## src/include/trace_regs_pkg.sv

```systemverilog
// Package for the trace mode and fill level register group
package trace_regs_pkg;

  // ----------------------------------------------------------------
  // Configuration and sizes
  // ----------------------------------------------------------------
  localparam int MEM_DEPTH_LOG2 = 10;
  localparam int MEM_DEPTH = 1 << MEM_DEPTH_LOG2;
  localparam int LEVEL_W = MEM_DEPTH_LOG2 + 1;
  localparam int SYS_LEVEL_W = 31;
  localparam int PTR_W = 32;
  localparam int PTR_HI_W = 8;
  localparam int ADDR_W = PTR_W + PTR_HI_W;

  // ----------------------------------------------------------------
  // Register byte offsets
  // ----------------------------------------------------------------
  localparam logic [11:0] OFS_WRITE_POINTER_LOWER = 12'h018;
  localparam logic [11:0] OFS_CONTROL = 12'h020;
  localparam logic [11:0] OFS_MODE = 12'h028;
  localparam logic [11:0] OFS_PEAK_LEVEL = 12'h02c;
  localparam logic [11:0] OFS_CURRENT_LEVEL = 12'h030;
  localparam logic [11:0] OFS_WATERMARK = 12'h034;
  localparam logic [11:0] OFS_READ_POINTER_UPPER = 12'h038;
  localparam logic [11:0] OFS_WRITE_POINTER_UPPER = 12'h03c;
  localparam logic [11:0] OFS_STATUS = 12'h00c;
  localparam logic [11:0] OFS_READ_POINTER_LOWER = 12'h014;

  // ----------------------------------------------------------------
  // Field positions and reset values
  // ----------------------------------------------------------------
  localparam int CAPTURE_ENABLE_BIT = 0;
  localparam int STATUS_FULL_BIT = 0;
  localparam int MODE_W = 2;
  localparam logic [MODE_W-1:0] MODE_RESET = 2'h0;
  localparam logic [31:0] WATERMARK_RESET = 32'h0000_0000;
  localparam logic [PTR_HI_W-1:0] PTR_HI_RESET = 8'h00;
  localparam logic [31:0] ZERO_WORD = 32'h0000_0000;

  typedef enum logic [MODE_W-1:0] {
    MODE_CIRCULAR = 2'h0,
    MODE_SW_FIFO = 2'h1,
    MODE_HW_FIFO = 2'h2,
    MODE_RESERVED = 2'h3
  } op_mode_t;

  typedef enum logic [1:0] {
    CFG_ONCHIP_BUFFER = 2'h0,
    CFG_ONCHIP_FIFO = 2'h1,
    CFG_SYSTEM_MEMORY = 2'h2
  } mem_config_t;

  // Register port request
  typedef struct packed {
    logic sel;
    logic enable;
    logic write;
    logic [11:0] addr;
    logic [31:0] wdata;
  } reg_req_t;

  // Register port answer
  typedef struct packed {
    logic ready;
    logic slverr;
    logic [31:0] rdata;
  } reg_rsp_t;

  // Decoded steering for the capture datapath
  typedef struct packed {
    logic circular;
    logic sw_fifo;
    logic hw_fifo;
    logic stall_in;
    logic drain_out;
    logic full;
  } mode_ctl_t;

  // Wide addresses toward the memory interface
  typedef struct packed {
    logic [ADDR_W-1:0] rd_addr;
    logic [ADDR_W-1:0] wr_addr;
  } wide_addr_t;

endpackage

```

## src/hdl/trace_mode_and_fill_level_regs.sv

```systemverilog
// Register group: operating mode, fill levels, watermark and upper pointers
//
// Functional notes
// - Mode field decodes circular, software, hardware FIFO
// - Mode written in any state; steering only when not disabled
// - Hardware FIFO stalls when full, drains when non-empty; on-chip FIFO configuration only
// - Software FIFO readable while capturing; stalls when full
// - Circular starts at write pointer, overwrites
// - Peak level read returns max, reloads current
// - Peak level reads zero under scatter-gather in the system memory configuration
// - Peak held while disabled; cleared leaving disabled
// - Locked peak read returns zero, no update
// - Peak width depends on configuration
// - Current level reads zero when capture off
// - Current level reads zero under scatter-gather in the system memory configuration
// - Fill reaching depth minus watermark signals full
// - Watermark only in FIFO modes, not system memory scatter-gather
// - Circular mode sets full on pointer wrap
// - Watermark max depth minus one; full first word
// - Read address uses upper read pointer bits
// - Write address uses upper write pointer bits
// - Control bit zero is capture enable
// - Write pointer wrap sets status full flag
`timescale 1ns/1ps

module trace_mode_and_fill_level_regs
  import trace_regs_pkg::*;
#(
  parameter trace_regs_pkg::mem_config_t MEM_CONFIG = trace_regs_pkg::CFG_ONCHIP_FIFO
)
(
  // Clock and reset
  input wire logic core_clk,
  input wire logic rst_n,
  // Register port
  input wire trace_regs_pkg::reg_req_t reg_req,
  output trace_regs_pkg::reg_rsp_t reg_rsp,
  // Control state from the capture datapath
  input wire logic locked,
  input wire logic disabled_state,
  input wire logic scatter_gather,
  input wire logic [trace_regs_pkg::LEVEL_W-1:0] fill_level,
  input wire logic write_pointer_wrap,
  input wire logic [trace_regs_pkg::PTR_W-1:0] read_pointer_lower,
  input wire logic [trace_regs_pkg::PTR_W-1:0] write_pointer_lower,
  // Steering outputs
  output logic capture_enable,
  output trace_regs_pkg::op_mode_t active_mode,
  output trace_regs_pkg::mode_ctl_t mode_ctl,
  output logic full_out,
  output trace_regs_pkg::wide_addr_t wide_addr
);
  import trace_regs_pkg::*;

  // ----------------------------------------------------------------
  // State
  // ----------------------------------------------------------------
  typedef struct packed {
    logic capture_enable;
    logic [MODE_W-1:0] mode;
    logic [31:0] watermark;
    logic [PTR_HI_W-1:0] rp_upper;
    logic [PTR_HI_W-1:0] wp_upper;
    logic [SYS_LEVEL_W-1:0] peak;
    logic full_flag;
    logic disabled_d;
    logic [31:0] rdata;
    logic slverr;
  } state_t;

  state_t s_r;
  state_t s_nxt;

  localparam bit SYS_MEM = (MEM_CONFIG == CFG_SYSTEM_MEMORY);
  localparam int PEAK_W = SYS_MEM ? SYS_LEVEL_W : LEVEL_W;
  localparam logic [SYS_LEVEL_W-1:0] PEAK_MASK = SYS_LEVEL_W'((64'h1 << PEAK_W) - 64'h1);
  localparam logic [31:0] DEPTH_WORDS = 32'(MEM_DEPTH);

  // ----------------------------------------------------------------
  // Helpers
  // ----------------------------------------------------------------
  function automatic logic hit(input logic [11:0] a, input logic [11:0] ofs);
    hit = (a == ofs);
  endfunction

  logic access;
  logic wr_acc;
  logic rd_acc;
  logic [SYS_LEVEL_W-1:0] level_ext;
  logic [31:0] level_word;
  logic wm_full;
  logic mode_active;
  op_mode_t mode_dec;
  logic mapped;

  assign access = reg_req.sel && reg_req.enable;
  assign wr_acc = access && reg_req.write;
  assign rd_acc = access && !reg_req.write;
  assign level_ext = SYS_LEVEL_W'(fill_level);
  assign level_word = 32'(fill_level);
  assign mode_active = !disabled_state;

  always_comb
  begin
    unique case (s_r.mode)
      2'h0: mode_dec = MODE_CIRCULAR;
      2'h1: mode_dec = MODE_SW_FIFO;
      2'h2: mode_dec = MODE_HW_FIFO;
      2'h3: mode_dec = MODE_RESERVED;
    endcase
  end

  // full when fill >= depth minus watermark; max gives first word
  assign wm_full = (level_word != ZERO_WORD) &&
                   ({1'b0, level_word} >= ({1'b0, DEPTH_WORDS} - {1'b0, s_r.watermark}));

  assign mapped = hit(reg_req.addr, OFS_CONTROL) || hit(reg_req.addr, OFS_MODE) ||
                  hit(reg_req.addr, OFS_PEAK_LEVEL) || hit(reg_req.addr, OFS_CURRENT_LEVEL) ||
                  hit(reg_req.addr, OFS_WATERMARK) || hit(reg_req.addr, OFS_STATUS) ||
                  hit(reg_req.addr, OFS_READ_POINTER_UPPER) ||
                  hit(reg_req.addr, OFS_WRITE_POINTER_UPPER);

  // ----------------------------------------------------------------
  // Next state
  // ----------------------------------------------------------------
  always_comb
  begin
    s_nxt = s_r;
    s_nxt.disabled_d = disabled_state;
    s_nxt.slverr = 1'b0;

    // peak tracking only while running; cleared on leaving disabled
    if (s_r.disabled_d && !disabled_state)
    begin
      s_nxt.peak = '0;
    end
    else if (mode_active && (level_ext > s_r.peak))
    begin
      s_nxt.peak = level_ext & PEAK_MASK;
    end

    // wrap of the write pointer sets full; covers circular mode
    if (wm_full && mode_active && !(SYS_MEM && scatter_gather) &&
        (mode_dec == MODE_SW_FIFO || mode_dec == MODE_HW_FIFO))
    begin
      s_nxt.full_flag = 1'b1;
    end
    else if (write_pointer_wrap)
    begin
      s_nxt.full_flag = 1'b1;
    end
    else if (s_r.disabled_d && !disabled_state)
    begin
      s_nxt.full_flag = 1'b0;
    end

    if (wr_acc)
    begin
      // capture enable from control bit 0
      if (hit(reg_req.addr, OFS_CONTROL))
        s_nxt.capture_enable = reg_req.wdata[CAPTURE_ENABLE_BIT];
      // software writes mode and watermark in any state
      if (hit(reg_req.addr, OFS_MODE))
        s_nxt.mode = reg_req.wdata[MODE_W-1:0];
      if (hit(reg_req.addr, OFS_WATERMARK))
        s_nxt.watermark = reg_req.wdata & 32'(MEM_DEPTH - 1);
      if (hit(reg_req.addr, OFS_READ_POINTER_UPPER))
        s_nxt.rp_upper = reg_req.wdata[PTR_HI_W-1:0];
      if (hit(reg_req.addr, OFS_WRITE_POINTER_UPPER))
        s_nxt.wp_upper = reg_req.wdata[PTR_HI_W-1:0];
    end

    s_nxt.rdata = ZERO_WORD;
    if (rd_acc)
    begin
      s_nxt.slverr = !mapped;
      unique case (1'b1)
        hit(reg_req.addr, OFS_CONTROL):
          s_nxt.rdata = {31'h0, s_r.capture_enable};
        hit(reg_req.addr, OFS_MODE):
          s_nxt.rdata = {30'h0, s_r.mode};
        hit(reg_req.addr, OFS_STATUS):
          s_nxt.rdata = {31'h0, s_r.full_flag};
        hit(reg_req.addr, OFS_WATERMARK):
          s_nxt.rdata = s_r.watermark;
        hit(reg_req.addr, OFS_READ_POINTER_UPPER):
          s_nxt.rdata = {24'h0, s_r.rp_upper};
        hit(reg_req.addr, OFS_WRITE_POINTER_UPPER):
          s_nxt.rdata = {24'h0, s_r.wp_upper};
        hit(reg_req.addr, OFS_CURRENT_LEVEL):
        begin
          // zero when capture off; zero under scatter-gather with system memory
          if (s_r.capture_enable && !(SYS_MEM && scatter_gather))
            s_nxt.rdata = level_word;
        end
        hit(reg_req.addr, OFS_PEAK_LEVEL):
        begin
          // system memory scatter-gather and lock both read zero
          if (!locked && !(SYS_MEM && scatter_gather))
          begin
            s_nxt.rdata = {1'b0, s_r.peak & PEAK_MASK};
            // reload with present level on read
            if (mode_active)
              s_nxt.peak = level_ext & PEAK_MASK;
          end
        end
        default:
          s_nxt.rdata = ZERO_WORD;
      endcase
    end
  end

  // ----------------------------------------------------------------
  // Registers
  // ----------------------------------------------------------------
  always_ff @(posedge core_clk or negedge rst_n)
  begin
    if (!rst_n)
    begin
      s_r.capture_enable <= 1'b0;
      s_r.mode <= MODE_RESET;
      s_r.watermark <= WATERMARK_RESET;
      s_r.rp_upper <= PTR_HI_RESET;
      s_r.wp_upper <= PTR_HI_RESET;
      s_r.peak <= '0;
      s_r.full_flag <= 1'b0;
      s_r.disabled_d <= 1'b1;
      s_r.rdata <= ZERO_WORD;
      s_r.slverr <= 1'b0;
    end
    else
    begin
      s_r <= s_nxt;
    end
  end

  // ----------------------------------------------------------------
  // Outputs
  // ----------------------------------------------------------------
  assign reg_rsp.ready = 1'b1;
  assign reg_rsp.rdata = s_r.rdata;
  assign reg_rsp.slverr = s_r.slverr;
  assign capture_enable = s_r.capture_enable;
  assign active_mode = mode_dec;

  always_comb
  begin
    mode_ctl = '0;
    if (mode_active)
    begin
      // circular overwrites from the write pointer
      mode_ctl.circular = (mode_dec == MODE_CIRCULAR);
      mode_ctl.sw_fifo = (mode_dec == MODE_SW_FIFO);
      // hardware FIFO stalls on full, drains when non-empty
      // honoured only in the on-chip FIFO configuration
      mode_ctl.hw_fifo = (mode_dec == MODE_HW_FIFO) && (MEM_CONFIG == CFG_ONCHIP_FIFO);
      mode_ctl.stall_in = (mode_ctl.sw_fifo || mode_ctl.hw_fifo) &&
                          (fill_level >= LEVEL_W'(MEM_DEPTH));
      mode_ctl.drain_out = mode_ctl.hw_fifo && (fill_level != '0);
    end
    mode_ctl.full = s_r.full_flag;
  end

  // full output mirrors the status flag
  assign full_out = s_r.full_flag;

  // wide read address; wide write address
  assign wide_addr.rd_addr = {s_r.rp_upper, read_pointer_lower};
  assign wide_addr.wr_addr = {s_r.wp_upper, write_pointer_lower};

endmodule

```

## config.mk

```make
export PLATFORM = sky130hd
export DESIGN_NAME = trace_mode_and_fill_level_regs
export DESIGN_NICKNAME = d
export VERILOG_FILES = /design/src/include/trace_regs_pkg.sv /design/src/hdl/trace_mode_and_fill_level_regs.sv
export SDC_FILE = /design/constraint.sdc
export NUM_CORES = 1
export LEC_CHECK = 0
export ABC_AREA = 1
export BUFFER_PORTS_ARGS = -buffer_cell sky130_fd_sc_hd__buf_4
export CAP_MARGIN = 20
export CORE_UTILIZATION = 50
export CTS_BUF_LIST = sky130_fd_sc_hd__clkbuf_2
export DETAILED_ROUTE_END_ITERATION = 16
export PLACE_DENSITY = 0.86
export SLEW_MARGIN = 20
export SYNTH_ARGS = -nofsm -noshare
export SYNTH_HDL_FRONTEND = slang
export SYNTH_SLANG_ARGS = --single-unit
```

## constraint.sdc

```tcl
create_clock -name core_clk -period 6.1 [get_ports core_clk]
set_input_delay 0.61 -clock core_clk [delete_from_list [all_inputs] [get_ports core_clk]]
set_output_delay 0.61 -clock core_clk [all_outputs]
set_load 0.05 [all_outputs]
```

; Word level (Yosys, flattened, before mapping)
; Index checks and enable logic that the tools add are counted.
[totals]
reg_bits = 95
ram_bits = 0
elab_cells = 73
latchBits = 0
out_inout_bits = 124
n_memories = 0
rom_bits = 0
[classes]
n_lt_le_gt_ge = 3
mul = 0
n_mux = 15
shifts = 0
n_addsub = 1
eq_ne = 13
reduce_logical = 31
div_mod_pow = 0
bitwise = 0
[ops]
columns = operator, n
row1 = 2-to-1 mux 31 bit, 6
row2 = one-hot mux 11 bit (8 select lines), 1
row3 = equality test 12 x 6 -> 1 bit (second input constant), 7
row4 = greater-or-equal comparator 11 x 33 -> 1 bit, 1
row5 = nonzero test 32 bit, 1
row6 = > comparator 11 x 31 -> 1 bit, 1
row7 = 2-to-1 mux 11 bit, 2
row8 = equality test 12 x 4 -> 1 bit (second input constant), 1
row9 = 2-to-1 mux 12 bit, 1
row10 = subtractor 11 x 10 -> 12 bit (first input constant), 1
row11 = greater-or-equal comparator 11 bit (second input constant), 1
row12 = nonzero test 11 bit, 1
row13 = logical AND 1 bit, 10
row14 = AND reduction 2 bit, 5
row15 = logical OR 1 bit, 8
row16 = one-hot mux 2 bit (4 select lines), 1
row17 = equality test 2 bit (second input constant), 3
row18 = 2-to-1 mux 5 bit, 1
row19 = equality test 2 x 1 -> 1 bit (second input constant), 2
row20 = zero test 2 bit, 2
row21 = zero test 1 bit, 3
row22 = 2-to-1 mux 1 bit, 3
row23 = nonzero test 3 bit, 1

; Depth between registers and ports, before layout
[depth]
ltp_word = 10
mapped_depth = 16
mapped_depth_nobuf = 16

; Least setup slack after synthesis
; OpenSTA, ideal clock, no wires.
[synth_path]
path_kind = reg-to-output
startpoint = register s_r[114] (netlist name)
endpoint = output mode_ctl[2] (netlist name)
setup_slack_ps = 3641
n_path_buf = 0
arrival_time_ps = 1849
path_stages_with_launch = 5
required_time_ps = 5490
cell_sequence = dfrtp_1 -> inv_1 -> ha_1 -> inv_1 -> nor3_1
[synth_rtl]
columns = element, line_no
row1 = from (decl), trace_mode_and_fill_level_regs.sv:71  ; state_t s_r;
row2 = from (signal assigned), trace_mode_and_fill_level_regs.sv:233  ; s_r <= s_nxt;
row3 = to (decl), trace_mode_and_fill_level_regs.sv:49  ; output trace_regs_pkg::mode_ctl_t mode_ctl,

; Worst setup path after layout
[layout_path]
startpoint = register s_r[82] (netlist name)
endpoint = register s_r, in the netlist full_out
[layout_via]
elab_chain_len = 6
word_cells_on_any_way = 7
classes_between = 1 x add/sub / 1 x order compare / 1 x mux / 4 x reduce/logical
[layout_lines]
columns = element, line_no
row1 = subtractor 11 x 10 -> 12 bit *, trace_mode_and_fill_level_regs.sv:115  ; ({1'b0, level_word} >= ({1'b0, DEPTH_WORDS} - {1'b0, s_r.watermark}));
row2 = greater-or-equal comparator 11 x 33 -> 1 bit *, trace_mode_and_fill_level_regs.sv:115
row3 = logical AND 1 bit *, trace_mode_and_fill_level_regs.sv:114  ; assign wm_full = (level_word != ZERO_WORD) &&
row4 = logical AND 1 bit * (2 in a row), trace_mode_and_fill_level_regs.sv:143  ; if (wm_full && mode_active && !(SYS_MEM && scatter_gather) &&
row5 = nonzero test 3 bit (no source line) / 2-to-1 mux 1 bit (equally long branches), --
; Mark *: on every way between the ends. The rest lies on a longest branch, timed or not.
; A chain may end at the register's enable or synchronous reset.

==> run metrics <==
outcome=complete, no violations; setup bufs post-CTS=0; P_leak=approximately 2.7 nW; Buf/Inv on CP=1; Initial Utilization=0.525; Wirelength per Cell=13.9 um; num rows=36; Fin. Hold Viols=0; GPL Wtd Cong=0.900; clock sinks=74; complex-gate fraction of the synthesized area=0.0749; #FFs+latches synth=74; CP required=6.56 ns; syn_area_per_cell=8.06 um^2; skew final=0.0288 ns; worst path cell trace=inv_1 > ha_1 > nand3_1 > nor3_1 > nand2_1 > nor2_1 > xor2_1 > ha_1 > a21oi_1 > o21a_1 > nand2_1 > nand2_1 > nand4_1 > nand2_1 > nand2_1; PortBufs=78; TNS Setup=0 ns; met2 wire length=5.26 mm; die area=10900 um^2; GR Overflow Total=0; placed cell count=756; gate family responsible for the most delay along the worst path=simple AND/OR/NAND/NOR gates; HP Class=input port to async pin; DRC violations left=0; CP Capture Type=flip-flop; area grow syn2layout=0.455%; Placeable Area=9950 um^2; final std cells w/o fill=772; CP arrival=2.97 ns; routed wl met3=623 um; CTS Buf Count=9; register area=1850 um^2; Multi-input gate area=2180 um^2; power per cell area=200 nW/um^2; Setup CP Type=flip-flop to flip-flop; Max VDD drop=131 uV; Antenna Diode Count=0; Final Slew Violations=0; synthesis warning total=0; gr usage total=0.205; max-cap viol count=0; most common cell after layout, fill and taps aside=nand2_1; Seq/Total Area, Yosys=0.354; setup repair after global routing missed its margin=no; Final ANT Viol Nets=0; Chip Height=104 um; CP Max Fanout=4; Metal-1 WL=around 4.6 mm; Max H-tree Level=3; Netlist Area Pre-Place=5230 um^2; fillers=slightly below 1000; max_slew headroom=0.408; Ports=252; worst slew pin tran=0.889 ns; mux share of post-synthesis cell area=0; CTS tree=built; via count=3827; vias in the first global route=3712; largest family of logic cells by synthesized area=buffers and inverters; worst skew pair latency=0.54 ns; simple-gate share of the synthesized area=0.242; DP HPWL=8.53 mm; Final Routed Wirelength=between 10 and 15 mm; Post-Synth Adder-Cell Area=0.0718; DRT iter0 DRCs=164; setup violators final=0; Die W=104 um; maximum clock frequency=0.397 GHz; XOR/XNOR Fraction of Synth Area=0.0134; initial antenna violation count=0; Via density=4.96; Final Cycle Share=0.413; clock-pin slew on the worst setup and hold paths=0.23 ns; CP Launch Type=flip-flop; Distinct cells, synth=32; commonest non-fill, non-tap cells in the layout=114 x nand2_1, 84 x inv_1, 78 x buf_4; 1st-pass router iterations=4; pin count of the biggest net entering global routing=75; hold buffer count at cts=0; max incr delay on CP=approximately 0.47 ns; clock root buffer=clkbuf_2; CTS Buffer Depth=2; Crit-path slowest cell=dfrtp_1; first-pass GRT wire length=17.8 mm; top sig layer=met4; number of nets in the layout=792; cells after synthesis=649; min Tclk post-route=2.52 ns; Gates resized, CTS repair=0; crit-path most repeated cell=nand2_1; share of layout cells above drive strength 1=0.235
## metrics by stage
step / instance area, um^2 / hold slack (ns) / util / setup slack, ns / power, mW
2_1_floorplan: 5310 / 0.314 / - / 3.64 / 0.799
3_3_place_gp: 5110 / 0.471 / 0.513 / 3.55 / 0.726
3_5_place_dp: 5110 / 0.474 / 0.513 / 3.52 / 0.732
4_1_cts: 5250 / 0.164 / 0.528 / 3.55 / 1.06
5_1_grt: 5250 / 0.164 / 0.528 / 3.31 / 1.11
6_report: 5250 / 0.167 / 0.528 / 3.58 / 1.05
## worst paths after layout
| check | slack (ns) | cells after the start | to | from |
|---|---|---|---|---|
| hold reg to reg | 0.53 | 2 | s_r[52] | s_r[52] |
| setup reg to reg | 3.58 | 15 | full_out | s_r[82] |
| min in group core_clk | 0.20 | 1 | s_r[33] | disabled_state |
| hold / removal | 0.17 | 1 | s_r[53] | rst_n |
| setup / recovery | 3.58 | 15 | full_out | s_r[82] |
| max in group asynchronous | 5.35 | 1 | reg_rsp[9] | rst_n |
## cell usage after synthesis (all sizes together)
master / number / area (um^2)
a21o: 1 / 7.51
a21oi: 13 / 65.1
buf: 124 / 948
conb: 2 / 7.51
dfrtp: 73 / 1830
dfstp: 1 / 26.3
ha: 30 / 375
inv: 85 / 319
nand2: 120 / 485
nand3: 37 / 220
nand3b: 3 / 22.5
nand4: 11 / 68.8
nor2: 83 / 407
nor3: 10 / 55.1
o211ai: 6 / 45.0
o21a: 2 / 15.0
o21ai: 30 / 203
o22ai: 9 / 56.3
or2: 1 / 6.26
xor2: 8 / 70.1
## final cells by class
type | instances | share of cell area
Multi-Input combinational cell | 386 | 0.416
Sequential cell | 74 | 0.353
Timing Repair Buffer | 78 | 0.111
Inverter | 85 | 0.0607
Tap cell | 133 | 0.0317
Clock inverter | 7 | 0.0191
Clock buffer | 9 | 0.00857
## logic make-up after synthesis
group / after synthesis
other cells: 2
flops: 74
xor+xnor: 8
compound gates: 61
buf+inv: 209
simple gates: 265
fa+ha+maj: 30
## per-layer routing
metal / vias to the layer above / track usage
li1: 1882 / -
met1: 1791 / 0.261
met2: 116 / 0.331
met3: 38 / 0.0464
met4: 0 / 0.0898
met5: - / 0
## where the power goes
part | total [mW] | switching (mW) | leakage, nW | internal, mW
clock | 0.329 | 0.189 | 0.0869 | 0.140
combinational | 0.203 | 0.141 | 1.58 | 0.0613
sequential | 0.521 | 0.0121 | 1.01 | 0.509
No activity file was read; power rests on OpenSTA's default activity.
